==> config.mk <==
export PLATFORM = sky130hd
export DESIGN_NAME = ddrio_cell
export DESIGN_NICKNAME = d
export VERILOG_FILES = /design/src/ddrio_pkg.sv /design/src/ddrio_cell.sv
export VERILOG_INCLUDE_DIRS = /design/src
export SDC_FILE = /design/constraint.sdc
export NUM_CORES = 1
export LEC_CHECK = 0
export CAP_MARGIN = 20
export CORE_MARGIN = 5
export CORE_UTILIZATION = 30
export CTS_CLUSTER_DIAMETER = 50
export DETAILED_ROUTE_END_ITERATION = 7
export DONT_BUFFER_PORTS = 1
export PLACE_DENSITY_LB_ADDON = 0.08
export SKIP_CTS_REPAIR_TIMING = 1
export SLEW_MARGIN = 20
export SYNTH_ARGS = -nofsm -noshare
export SYNTH_HDL_FRONTEND = slang
export SYNTH_SLANG_ARGS = --single-unit
==> constraint.sdc <==
create_clock -name sys_clk -period 2.4 [get_ports sys_clk]
set_clock_uncertainty 0.1 [all_clocks]
set_input_delay 0.6 -clock sys_clk [delete_from_list [all_inputs] [get_ports sys_clk]]
set_output_delay 0.6 -clock sys_clk [all_outputs]
set_load 0.05 [all_outputs]
==> src/ddrio_regs.svh <==
`ifndef DDRIO_REGS_SVH
`define DDRIO_REGS_SVH
// How it works
// cell has input, output, tristate, control paths
// pad input conditioned by synchronising registers first
// bypass sends pad straight to core outputs
// output: one single-rate register plus extra double-rate register
// single-rate: one element, flip-flop or latch
// double-rate: rise captures first, mux alternates
// single-rate register honours reset and clock enable
// extra double-rate register ignores reset and enable
// sync register loads on polarity-selected edge
// polarity chosen again at every read start
// memory leaves strobe floating before a read
// memory drives strobe low at preamble start
// idle-to-low strobe detection sets the polarity
// polarity held until the read burst ends

// buffer between strobe capture and core
`define DDRIO_FIFO_DEPTH 32
`define DDRIO_FIFO_WIDTH 2
`define DDRIO_FIFO_AW 5
// system clock and the idle level of the read strobe
`define DDRIO_SYS_MHZ 100
`define DDRIO_STROBE_IDLE 1'b1
`endif
==> src/ddrio_pkg.sv <==
package ddrio_pkg;
    // read strobe tracking, gray along idle -> preamble -> burst
    typedef enum logic [1:0] {
        DDRIO_RD_IDLE  = 2'b00,
        DDRIO_RD_PRE   = 2'b01,
        DDRIO_RD_BURST = 2'b11
    } ddrio_rd_e;

    // output register configuration
    typedef struct packed {
        logic ddr_en;     // double-rate output
        logic sdr_latch;  // single-rate element acts as a latch
        logic ce;         // clock enable of the single-rate register
        logic rst;        // synchronous reset of the single-rate register
    } ddrio_ocfg_s;

    // one double-rate pair, first beat in the high bit
    typedef struct packed {
        logic first;
        logic second;
    } ddrio_pair_s;
endpackage

==> src/ddrio_cell.sv <==
`timescale 1ns/1ns
`include "ddrio_regs.svh"

module ddrio_fifo #(
    parameter int W = 2,
    parameter int D = 32,
    parameter int AW = 5
) (
    input  wire logic         sys_clk,   // system clock
    input  wire logic         resetn,    // async reset, active low
    input  wire logic         in_valid,  // word offered
    output logic              in_ready,  // room for a word
    input  wire logic [W-1:0] in_data,   // word in
    output logic              out_valid, // word available
    input  wire logic         out_ready, // consumer takes word
    output logic [W-1:0]      out_data   // head word
);
    logic [W-1:0] mem [D];
    logic [AW:0]  wptr_r;
    logic [AW:0]  rptr_r;
    logic         push;
    logic         pop;
    // full when pointers differ only in the wrap bit
    assign in_ready  = (wptr_r ^ rptr_r) != {1'b1, {AW{1'b0}}};
    assign out_valid = wptr_r != rptr_r;
    assign out_data  = mem[rptr_r[AW-1:0]];
    assign push      = in_valid && in_ready;
    assign pop       = out_valid && out_ready;

    // storage carries no reset, only the pointers do
    always_ff @(posedge sys_clk) begin
        if (push) begin
            mem[wptr_r[AW-1:0]] <= in_data;
        end
    end

    always_ff @(posedge sys_clk or negedge resetn) begin
        if (!resetn) begin
            wptr_r <= '0;
            rptr_r <= '0;
        end else begin
            if (push) begin
                wptr_r <= wptr_r + 1'b1;
            end
            if (pop) begin
                rptr_r <= rptr_r + 1'b1;
            end
        end
    end
endmodule
module ddrio_cell
    import ddrio_pkg::*;
(
    input  wire logic             sys_clk,            // system clock, 100 MHz
    input  wire logic             resetn,             // async reset, active low
    input  wire logic             pad_input_signal,   // pad input, asynchronous
    input  wire logic             strobe_pin,         // returned read strobe pin
    input  wire logic             read_en,            // core: read window open
    input  wire logic             in_bypass,          // pad straight to core
    output logic                  input_comb_direct,  // bypassed pad level
    output logic                  input_clock_path,   // pad rising edge pulse
    output logic                  rd_valid,           // read pair available
    input  wire logic             rd_ready,           // core takes read pair
    output ddrio_pkg::ddrio_pair_s rd_data,           // read pair
    output logic                  polarity_sel,       // chosen sync phase
    output logic                  read_locked,        // polarity held for burst
    input  wire ddrio_pkg::ddrio_ocfg_s out_cfg,      // output register setup
    input  wire logic             out_data_first,     // output data, first beat
    input  wire logic             out_data_second,    // output data, second beat
    output logic                  pad_output_drive    // to pad buffer
);
    import ddrio_pkg::*;
    logic        pad_s1_r, pad_s2_r, pad_s3_r;
    logic        strb_s1_r, strb_s2_r, strb_s3_r;
    logic        strb_rise, strb_fall;
    ddrio_rd_e   rd_st_r;
    logic        pol_r;
    logic        phase_r;
    logic        cap_first_r;
    ddrio_pair_s pair_r;
    logic        pair_pend_r;
    logic        sync_load;
    logic        fifo_in_ready;
    logic        fifo_out_valid;
    ddrio_pair_s fifo_out_data;
    logic        fifo_pop;
    logic        fst_q_r;
    logic        sec_q_r;
    logic        cap_en;
    // two flops on every pin before anything looks at it
    always_ff @(posedge sys_clk or negedge resetn) begin
        if (!resetn) begin
            pad_s1_r  <= 1'b0;
            pad_s2_r  <= 1'b0;
            pad_s3_r  <= 1'b0;
            strb_s1_r <= `DDRIO_STROBE_IDLE;
            strb_s2_r <= `DDRIO_STROBE_IDLE;
            strb_s3_r <= `DDRIO_STROBE_IDLE;
        end else begin
            pad_s1_r  <= pad_input_signal;
            pad_s2_r  <= pad_s1_r;
            pad_s3_r  <= pad_s2_r;
            strb_s1_r <= strobe_pin;
            strb_s2_r <= strb_s1_r;
            strb_s3_r <= strb_s2_r;
        end
    end
    assign strb_rise = strb_s2_r && !strb_s3_r;
    assign strb_fall = !strb_s2_r && strb_s3_r;
    // bypass: level and clock-source edge, no capture registers
    always_ff @(posedge sys_clk or negedge resetn) begin
        if (!resetn) begin
            input_comb_direct <= 1'b0;
            input_clock_path  <= 1'b0;
        end else begin
            input_comb_direct <= in_bypass && pad_s2_r;
            input_clock_path  <= in_bypass && pad_s2_r && !pad_s3_r;
        end
    end
    // half-rate phase: the divider enable for output and sync loads
    always_ff @(posedge sys_clk or negedge resetn) begin
        if (!resetn) begin
            phase_r <= 1'b0;
        end else begin
            phase_r <= !phase_r;
        end
    end
    // preamble detector; polarity picked fresh for every read
    always_ff @(posedge sys_clk or negedge resetn) begin
        if (!resetn) begin
            rd_st_r <= DDRIO_RD_IDLE;
            pol_r   <= 1'b0;
        end else begin
            unique case (rd_st_r)
                DDRIO_RD_IDLE: begin
                    // strobe left at its idle level until the memory pulls it low
                    if (read_en && strb_fall) begin
                        rd_st_r <= DDRIO_RD_PRE;
                        pol_r   <= !phase_r;
                    end
                end
                DDRIO_RD_PRE: begin
                    if (!read_en) begin
                        rd_st_r <= DDRIO_RD_IDLE;
                    end else if (strb_rise) begin
                        rd_st_r <= DDRIO_RD_BURST;
                    end
                end
                DDRIO_RD_BURST: begin
                    // pol_r untouched until the window closes
                    if (!read_en) begin
                        rd_st_r <= DDRIO_RD_IDLE;
                    end
                end
                default: begin
                    rd_st_r <= DDRIO_RD_IDLE;
                end
            endcase
        end
    end
    assign cap_en = (rd_st_r == DDRIO_RD_BURST) || (rd_st_r == DDRIO_RD_PRE && strb_rise);
    // capture a pair on strobe edges; a held pair blocks the second beat of the next one, not its first
    always_ff @(posedge sys_clk or negedge resetn) begin
        if (!resetn) begin
            pair_r      <= '0;
            pair_pend_r <= 1'b0;
            cap_first_r <= 1'b0;
        end else begin
            if (!read_en) begin
                cap_first_r <= 1'b0;
            end else if (cap_en && strb_rise) begin
                pair_r.first <= pad_s2_r;
                cap_first_r  <= 1'b1;
            end else if (cap_en && strb_fall && cap_first_r && !pair_pend_r) begin
                pair_r.second <= pad_s2_r;
                cap_first_r   <= 1'b0;
                pair_pend_r   <= 1'b1;
            end
            if (sync_load) begin
                pair_pend_r <= 1'b0;
            end
        end
    end
    // load only on the chosen phase; fifo full stalls the transfer
    assign sync_load = pair_pend_r && (phase_r == pol_r) && fifo_in_ready;
    ddrio_fifo #(
        .W  (`DDRIO_FIFO_WIDTH),
        .D  (`DDRIO_FIFO_DEPTH),
        .AW (`DDRIO_FIFO_AW)
    ) u_fifo (
        .sys_clk   (sys_clk),
        .resetn    (resetn),
        .in_valid  (pair_pend_r && (phase_r == pol_r)),
        .in_ready  (fifo_in_ready),
        .in_data   (pair_r),
        .out_valid (fifo_out_valid),
        .out_ready (fifo_pop),
        .out_data  (fifo_out_data)
    );
    assign fifo_pop = fifo_out_valid && (!rd_valid || rd_ready);
    // registered read port so core outputs come from flops
    always_ff @(posedge sys_clk or negedge resetn) begin
        if (!resetn) begin
            rd_valid <= 1'b0;
            rd_data  <= '0;
        end else if (!rd_valid || rd_ready) begin
            rd_valid <= fifo_out_valid;
            rd_data  <= fifo_out_data;
        end
    end
    // status flops
    always_ff @(posedge sys_clk or negedge resetn) begin
        if (!resetn) begin
            polarity_sel <= 1'b0;
            read_locked  <= 1'b0;
        end else begin
            polarity_sel <= pol_r;
            read_locked  <= rd_st_r != DDRIO_RD_IDLE;
        end
    end
    // single-rate register, shared as first beat in double rate
    always_ff @(posedge sys_clk or negedge resetn) begin
        if (!resetn) begin
            fst_q_r <= 1'b0;
        end else if (out_cfg.rst) begin
            fst_q_r <= 1'b0;
        end else if (out_cfg.ce) begin
            // latch is open through the high phase, flop loads at its start
            if (!out_cfg.ddr_en && out_cfg.sdr_latch) begin
                if (phase_r) begin
                    fst_q_r <= out_data_first;
                end
            end else if (!phase_r) begin
                fst_q_r <= out_data_first;
            end
        end
    end
    // extra double-rate register: no reset, no enable, by design
    always_ff @(posedge sys_clk) begin
        if (!phase_r) begin
            sec_q_r <= out_data_second;
        end
    end
    // pad mux: first beat the cycle after its load, second the cycle after that
    always_ff @(posedge sys_clk or negedge resetn) begin
        if (!resetn) begin
            pad_output_drive <= 1'b0;
        end else if (out_cfg.ddr_en) begin
            pad_output_drive <= phase_r ? fst_q_r : sec_q_r;
        end else begin
            pad_output_drive <= fst_q_r;
        end
    end
endmodule

==> flow_metrics.tcl, run 1 <==
set metrics [dict create \
    status "finished clean" \
    slowest_stage "mux4_2" \
    path_clk_slew_ns 0.07 \
    maxSlewHeadroom_pct 67.86 \
    synthDistinctLibCells 42 \
    critPathKind "reg2reg" \
    start_kind "flip-flop" \
    wl_per_cell_um 17.61 \
    grt_pass1_vias 2301 \
    final_nets 313 \
    htree_levels 3 \
    port_buffers 0 \
    worst_slew_pin_slew_ns 0.4821 \
    async_flop_share_pct 35.00 \
    syn_area_per_cell_sq_um 14.88 \
    period_minus_slack_ns 1.967 \
    dr.pass1.iters 4 \
    crit_fanout 10 \
    n_fill_cell 1370 \
    cp-end-kind "flip-flop" \
    yosys.area_share.adder_pct 1.502 \
    synth_area_leaders "edfxtp_1 47%, dfrtp_1 19%, mux4_2 6.5%, nor2_1 3.9%, mux2i_1 2.9%" \
    peakVddDrop_uv 287.9 \
    startpoint "u_fifo.rptr_r[1]$_DFFE_PN0P_" \
    syn_nets 298 \
    drtIter0Drc 143 \
    clock_sinks 100 \
    yosys_warnings 0 \
    worstHoldPathType "in2reg" \
    grt_pass1_wl_um 13620 \
    leakagePower_nw 1.581 \
    p_switching_mw 1.292 \
    drc_errors 0 \
    synth_compound_area_share_pct 3.874 \
    setup_viol 0 \
    antenna_found_initial 0 \
    synth-seq-area-share_pct 67.96 \
    viasPerCell 4.560 \
    netSwitchingFraction_pct 29.48 \
    vias 2189 \
    rows 43 \
    stdcell_area_sq_um 4707 \
    post-dp-hpwl_um 5892 \
    intPower_mw 3.092 \
    p_per_area_nw_per_um2 931.4 \
    die-height_um 127.9 \
    cts_buffers 9 \
    yosysTopAreaCell "edfxtp_1" \
    critPathArrivalTime_ns 2.10 \
    drv_cap 0 \
    core-area_sq_um 13770 \
    synth_simple_gate_area_share_pct 10.24 \
    place.gp.congestion 0.7209 \
    synth_ff_type "edfxtp_1" \
    synthMuxAreaShare_pct 10.18 \
    dpl_cell_area_sq_um 4414 \
    cts_tree "yes" \
    yosysMostFrequentCell "edfxtp_1" \
    drv_slew 0 \
    synth_top_area_share_pct 46.85 \
    cts_buffer_depth 2 \
    grt_max_degree 36 \
    crit_chain "buf_4 > mux4_2 > mux2i_1 > o21ai_0 > o211a_1" \
    synth_area_sq_um 4166 \
    min_period_over_period_pct 81.95 \
    antenna_left 0 \
    die_area_sq_um 16350 \
    postSynthCellCount 280 \
    p_clk_share_pct 29.7 \
    cpPeakStageDelay_ns 0.54 \
    finalHoldViolCount 0 \
    syn_to_final_growth_pct 12.97 \
    crit-reg2reg-launch "u_fifo.rptr_r[1]$_DFFE_PN0P_" \
    clock_latency_ns 0.34 \
    gr-usage-all-layers_pct 11.33 \
    wl_um 8452 \
    ys_ff_latch 100 \
    drive_above_1_share_pct 17.00 \
    critical_path_required_ns 2.53 \
    tns_ns 0 \
    hp-start "strobe_pin" \
    synth.top_cells.by_count "65 x edfxtp_1, 43 x nor2_1, 32 x dfrtp_1, 15 x nand2_1, 13 x xnor2_1" \
    num_antenna_cells 0 \
    synth_edf_count 65 \
    max_freq_mhz 508.5 \
    root_buffer "clkbuf_16" \
    die_width_um 127.9 \
    grt_overflow 0 \
    synth_top_family_by_area "simple AND/OR/NAND/NOR gates" \
    combPwrFrac_pct 21.1 \
    start_util_pct 30.25 \
    power_frac_seq_pct 49.2 \
    synth-xor-area-share_pct 3.994 \
    rsz0062_at_grt "false" \
    io_pins 21 \
]
path summary, 6_finish.rpt:
kind	end	slack, ns	cells past startpoint
max	rd_data[0]$_DFFE_PN0N_	0.43	5
min	strb_s1_r$_DFF_PN1_	0.16	0
max reg2reg	rd_data[0]$_DFFE_PN0N_	0.43	5
min reg2reg	pad_s2_r$_DFF_PN0_	0.25	0
max in group asynchronous	strb_s1_r$_DFF_PN1_	1.36	2
min in group asynchronous	polarity_sel$_DFF_PN0_	0.61	2
through the flow:
step	utilization [%]	setup WS (ns)	power, mW	hold WS (ns)	cells
after floorplan	-	0.6071	2.864	0.2044	280
after global placement	32.05	0.4141	3.124	0.2052	462
after detailed placement	32.05	0.4210	3.113	0.2053	462
after CTS	33.96	0.4083	4.438	-0.1699	478
after global routing	34.18	0.2827	4.615	0.1357	480
final	34.18	0.4332	4.384	0.1557	480
sequential cells by signal (all words and copies together), names as in the netlist, 2 cells and up:
register / flops
u_fifo.mem: 64
u_fifo.rptr_r: 6
u_fifo.wptr_r: 6
pair_r: 2
rd_data: 2
rd_st_r: 2
critical path, delay by kind of cell (launching register included):
kind	cells	cell delay, ns
DFF	1	0.46
buffers and inverters	1	0.28
AOI/OAI and AO/OA	2	0.26
muxes	2	0.76
metal layers:
metal | GRT usage (%) | vias up | wire length, um
met3 | 2.500 | 11 | 258
li1 | - | 1053 | -
met1 | 15.99 | 1098 | 4224
met4 | 5.431 | 0 | 165
met2 | 16.51 | 27 | 3804
met5 | 0 | - | 0
logic make-up (layout without fill, tap and decap cells):
logic type / count (synthesis) / after routing
AO/OA/AOI/OAI: 23 / 23
XOR/XNOR: 19 / 19
adder cells (fa/ha/maj): 5 / 5
buffers and inverters: 16 / 36
flip-flops: 100 / 100
multiplexers: 27 / 27
AND/OR/NAND/NOR: 90 / 90
power groups by stage:
stage | Combinational (mW) | Sequential (mW) | Clock (mW)
6_report | 0.923 | 2.16 | 1.30
5_1_grt | 1.01 | 2.18 | 1.43
4_1_cts | 0.924 | 2.16 | 1.35
3_5_place_dp | 0.917 | 2.20 | 0
3_3_place_gp | 0.928 | 2.20 | 0
2_1_floorplan | 0.692 | 2.17 | 0
cells in the final DEF (no fill, tap or decap), drive strengths merged, types with 3 or more instances in the layout:
master,count
buf,14
clkbuf,12
clkinvlp,3
dfrtp,32
dfstp,3
edfxtp,65
ha,5
inv,5
mux2,3
mux2i,12
mux4,12
nand2,19
nand3,5
nand3b,4
nand4,3
nor2,43
nor2b,6
o21ai,5
o22ai,4
xnor2,13
xor2,6
cell type report:
class	instances	area [sq um]	share of cell area, %
clock buffer	12	236.5	5.024
clock inverter	4	26.28	0.5582
inverter	5	18.77	0.3987
multi-input combinational	164	1241	26.37
sequential	100	2831	60.15
tap	180	225.2	4.785
timing repair buffer	15	127.6	2.711
(Power assumes the default switching activity.)
==> run 2: changes to the inputs <==
clock period = 1.7 ns   (was 2.4 ns; I/O delays follow)
==> run 2 against run 1 <==
- the run now ends with negative setup slack left
- worst setup slack got worse by 0.55 ns
- register-to-register slack got worse by 0.55 ns
- core utilization up 3.1 points
- wire length is 4.8% higher
- sequential share of layout area is 5.0 points lower
- global-route usage increased by 0.28 points
- non-clock buffer count rose by 22
- sequential power is 39% higher
==> flow_metrics.tcl, run 2 (synthesis gave the netlist of run 1 again) <==
set metrics [dict create \
    critPathArrivalTime_ns 1.83 \
    layout_common_cells "65 x edfxtp_1, 40 x nor2_1, 30 x dfrtp_1" \
    layout_commonest_cell "edfxtp_1" \
    drv_cap 0 \
    core-area_sq_um 13770 \
    dr.pass1.iters 4 \
    grt_overflow 0 \
    min_period_over_period_pct 106.9 \
    worst_slew_pin_slew_ns 0.4859 \
    final_nets 335 \
    htree_levels 3 \
    start_util_pct 30.25 \
    maxSlewHeadroom_pct 67.60 \
    crit_fanout 8 \
    root_buffer "clkbuf_16" \
    die-height_um 127.9 \
    final_util_pct 37.28 \
    antenna_left 0 \
    vias 2321 \
    clock_latency_ns 0.35 \
    critPathKind "reg2reg" \
    die_area_sq_um 16350 \
    gr-usage-all-layers_pct 11.61 \
    p_per_area_nw_per_um2 1365 \
    finalHoldViolCount 0 \
    grt_pass1_wl_um 13680 \
    peakVddDrop_uv 554.5 \
    antenna_found_initial 0 \
    drc_errors 0 \
    cts_tree "yes" \
    port_buffers 0 \
    max_freq_mhz 550.5 \
    start_kind "flip-flop" \
    worstHoldPathType "in2reg" \
    cts_buffer_depth 2 \
    timing.hold.ws_ns 0.03013 \
    post-dp-hpwl_um 5753 \
    path_clk_slew_ns 0.07 \
    rsz0062_at_grt "true" \
    clock_sinks 100 \
    drtIter0Drc 122 \
    cts_buffers 9 \
    period_minus_slack_ns 1.817 \
    leakagePower_nw 1.767 \
    drive_above_1_share_pct 27.02 \
    viasPerCell 4.624 \
    grt_max_degree 36 \
    place.gp.congestion 0.6961 \
    cp-end-kind "flip-flop" \
    setup_viol 71 \
    drv_slew 0 \
    violations "negative setup slack" \
    critical_path_required_ns 1.71 \
    instances_no_fill 502 \
    wl_um 8857 \
    finalWorstSetupSlack_ns -0.1166 \
    largest_reg_flops 64 \
    status "finished, violations left" \
    wl_per_cell_um 17.64 \
    syn_to_final_growth_pct 23.24 \
    rows 43 \
    grt_pass1_vias 2402 \
    die_width_um 127.9 \
    io_pins 21 \
    num_antenna_cells 0 \
    dpl.cell_count 476 \
    n_fill_cell 1326 \
]
==> run 2: routing by layer <==
metal | vias up | global-route usage (%) | part of all wire, %
met1 | 1160 | 14.86 | 45
met4 | 0 | 6.305 | 2.9
met5 | - | 0 | 0
met3 | 19 | 4.208 | 5.8
met2 | 42 | 17.13 | 47
li1 | 1100 | - | -
==> run 2: layout make-up <==
class,count,area (sq um),area share (%)
flip-flops and latches,100,2834,55.19
multi-input cells,164,1365,26.58
repair buffers,37,367.9,7.164
clock buffers,9,225.2,4.386
well taps,180,225.2,4.386
clock inverters,7,98.84,1.925
inverters,5,18.77,0.3655
==> run 2: power by group <==
part	total (mW)	internal, mW	switching [mW]
clock	2.22	1.30	0.920
combinational	1.77	0.908	0.865
sequential	3.01	2.77	0.242
total	7.01	4.98	2.03
==> run 2: worst paths after layout <==
kind	startpoint	end	slack [ns]	cells past startpoint
worst min register to register	strb_s1_r$_DFF_PN1_	strb_s2_r$_DFF_PN1_	0.25	0
worst min-delay path	out_cfg[0]	fst_q_r$_DFFE_PN0P_	0.03	1
worst max-delay path	u_fifo.rptr_r[3]$_DFFE_PN0P_	u_fifo.mem[9][0]$_DFFE_PP_	-0.12	6
worst max register to register	u_fifo.rptr_r[3]$_DFFE_PN0P_	u_fifo.mem[9][0]$_DFFE_PP_	-0.12	6
max in group asynchronous	resetn	strb_s1_r$_DFF_PN1_	0.83	2
min in group asynchronous	resetn	input_clock_path$_DFF_PN0_	0.42	2
==> run 2: worst max-delay path: stages (launching register included) <==
cell	delay, ns
dfrtp_1	0.41
xnor2_1	0.18
nand3_1	0.14
o311a_4	0.40
buf_12	0.16
nand2_8	0.10
nor2_1	0.08
==> run 2: stage by stage <==
step / power, mW / worst slack (ns) / setup TNS (ns) / area (sq um)
after CTS: 6.739 / -0.2857 / -12.97 / 4897
after global placement: 4.484 / -0.2732 / -12.23 / 4573
final: 7.008 / -0.1166 / -7.080 / 5135
after global routing: 7.388 / -0.2057 / -13.40 / 5135
after floorplan: 4.078 / -0.01423 / -0.4328 / 4209
after detailed placement: 4.482 / -0.2646 / -10.71 / 4573
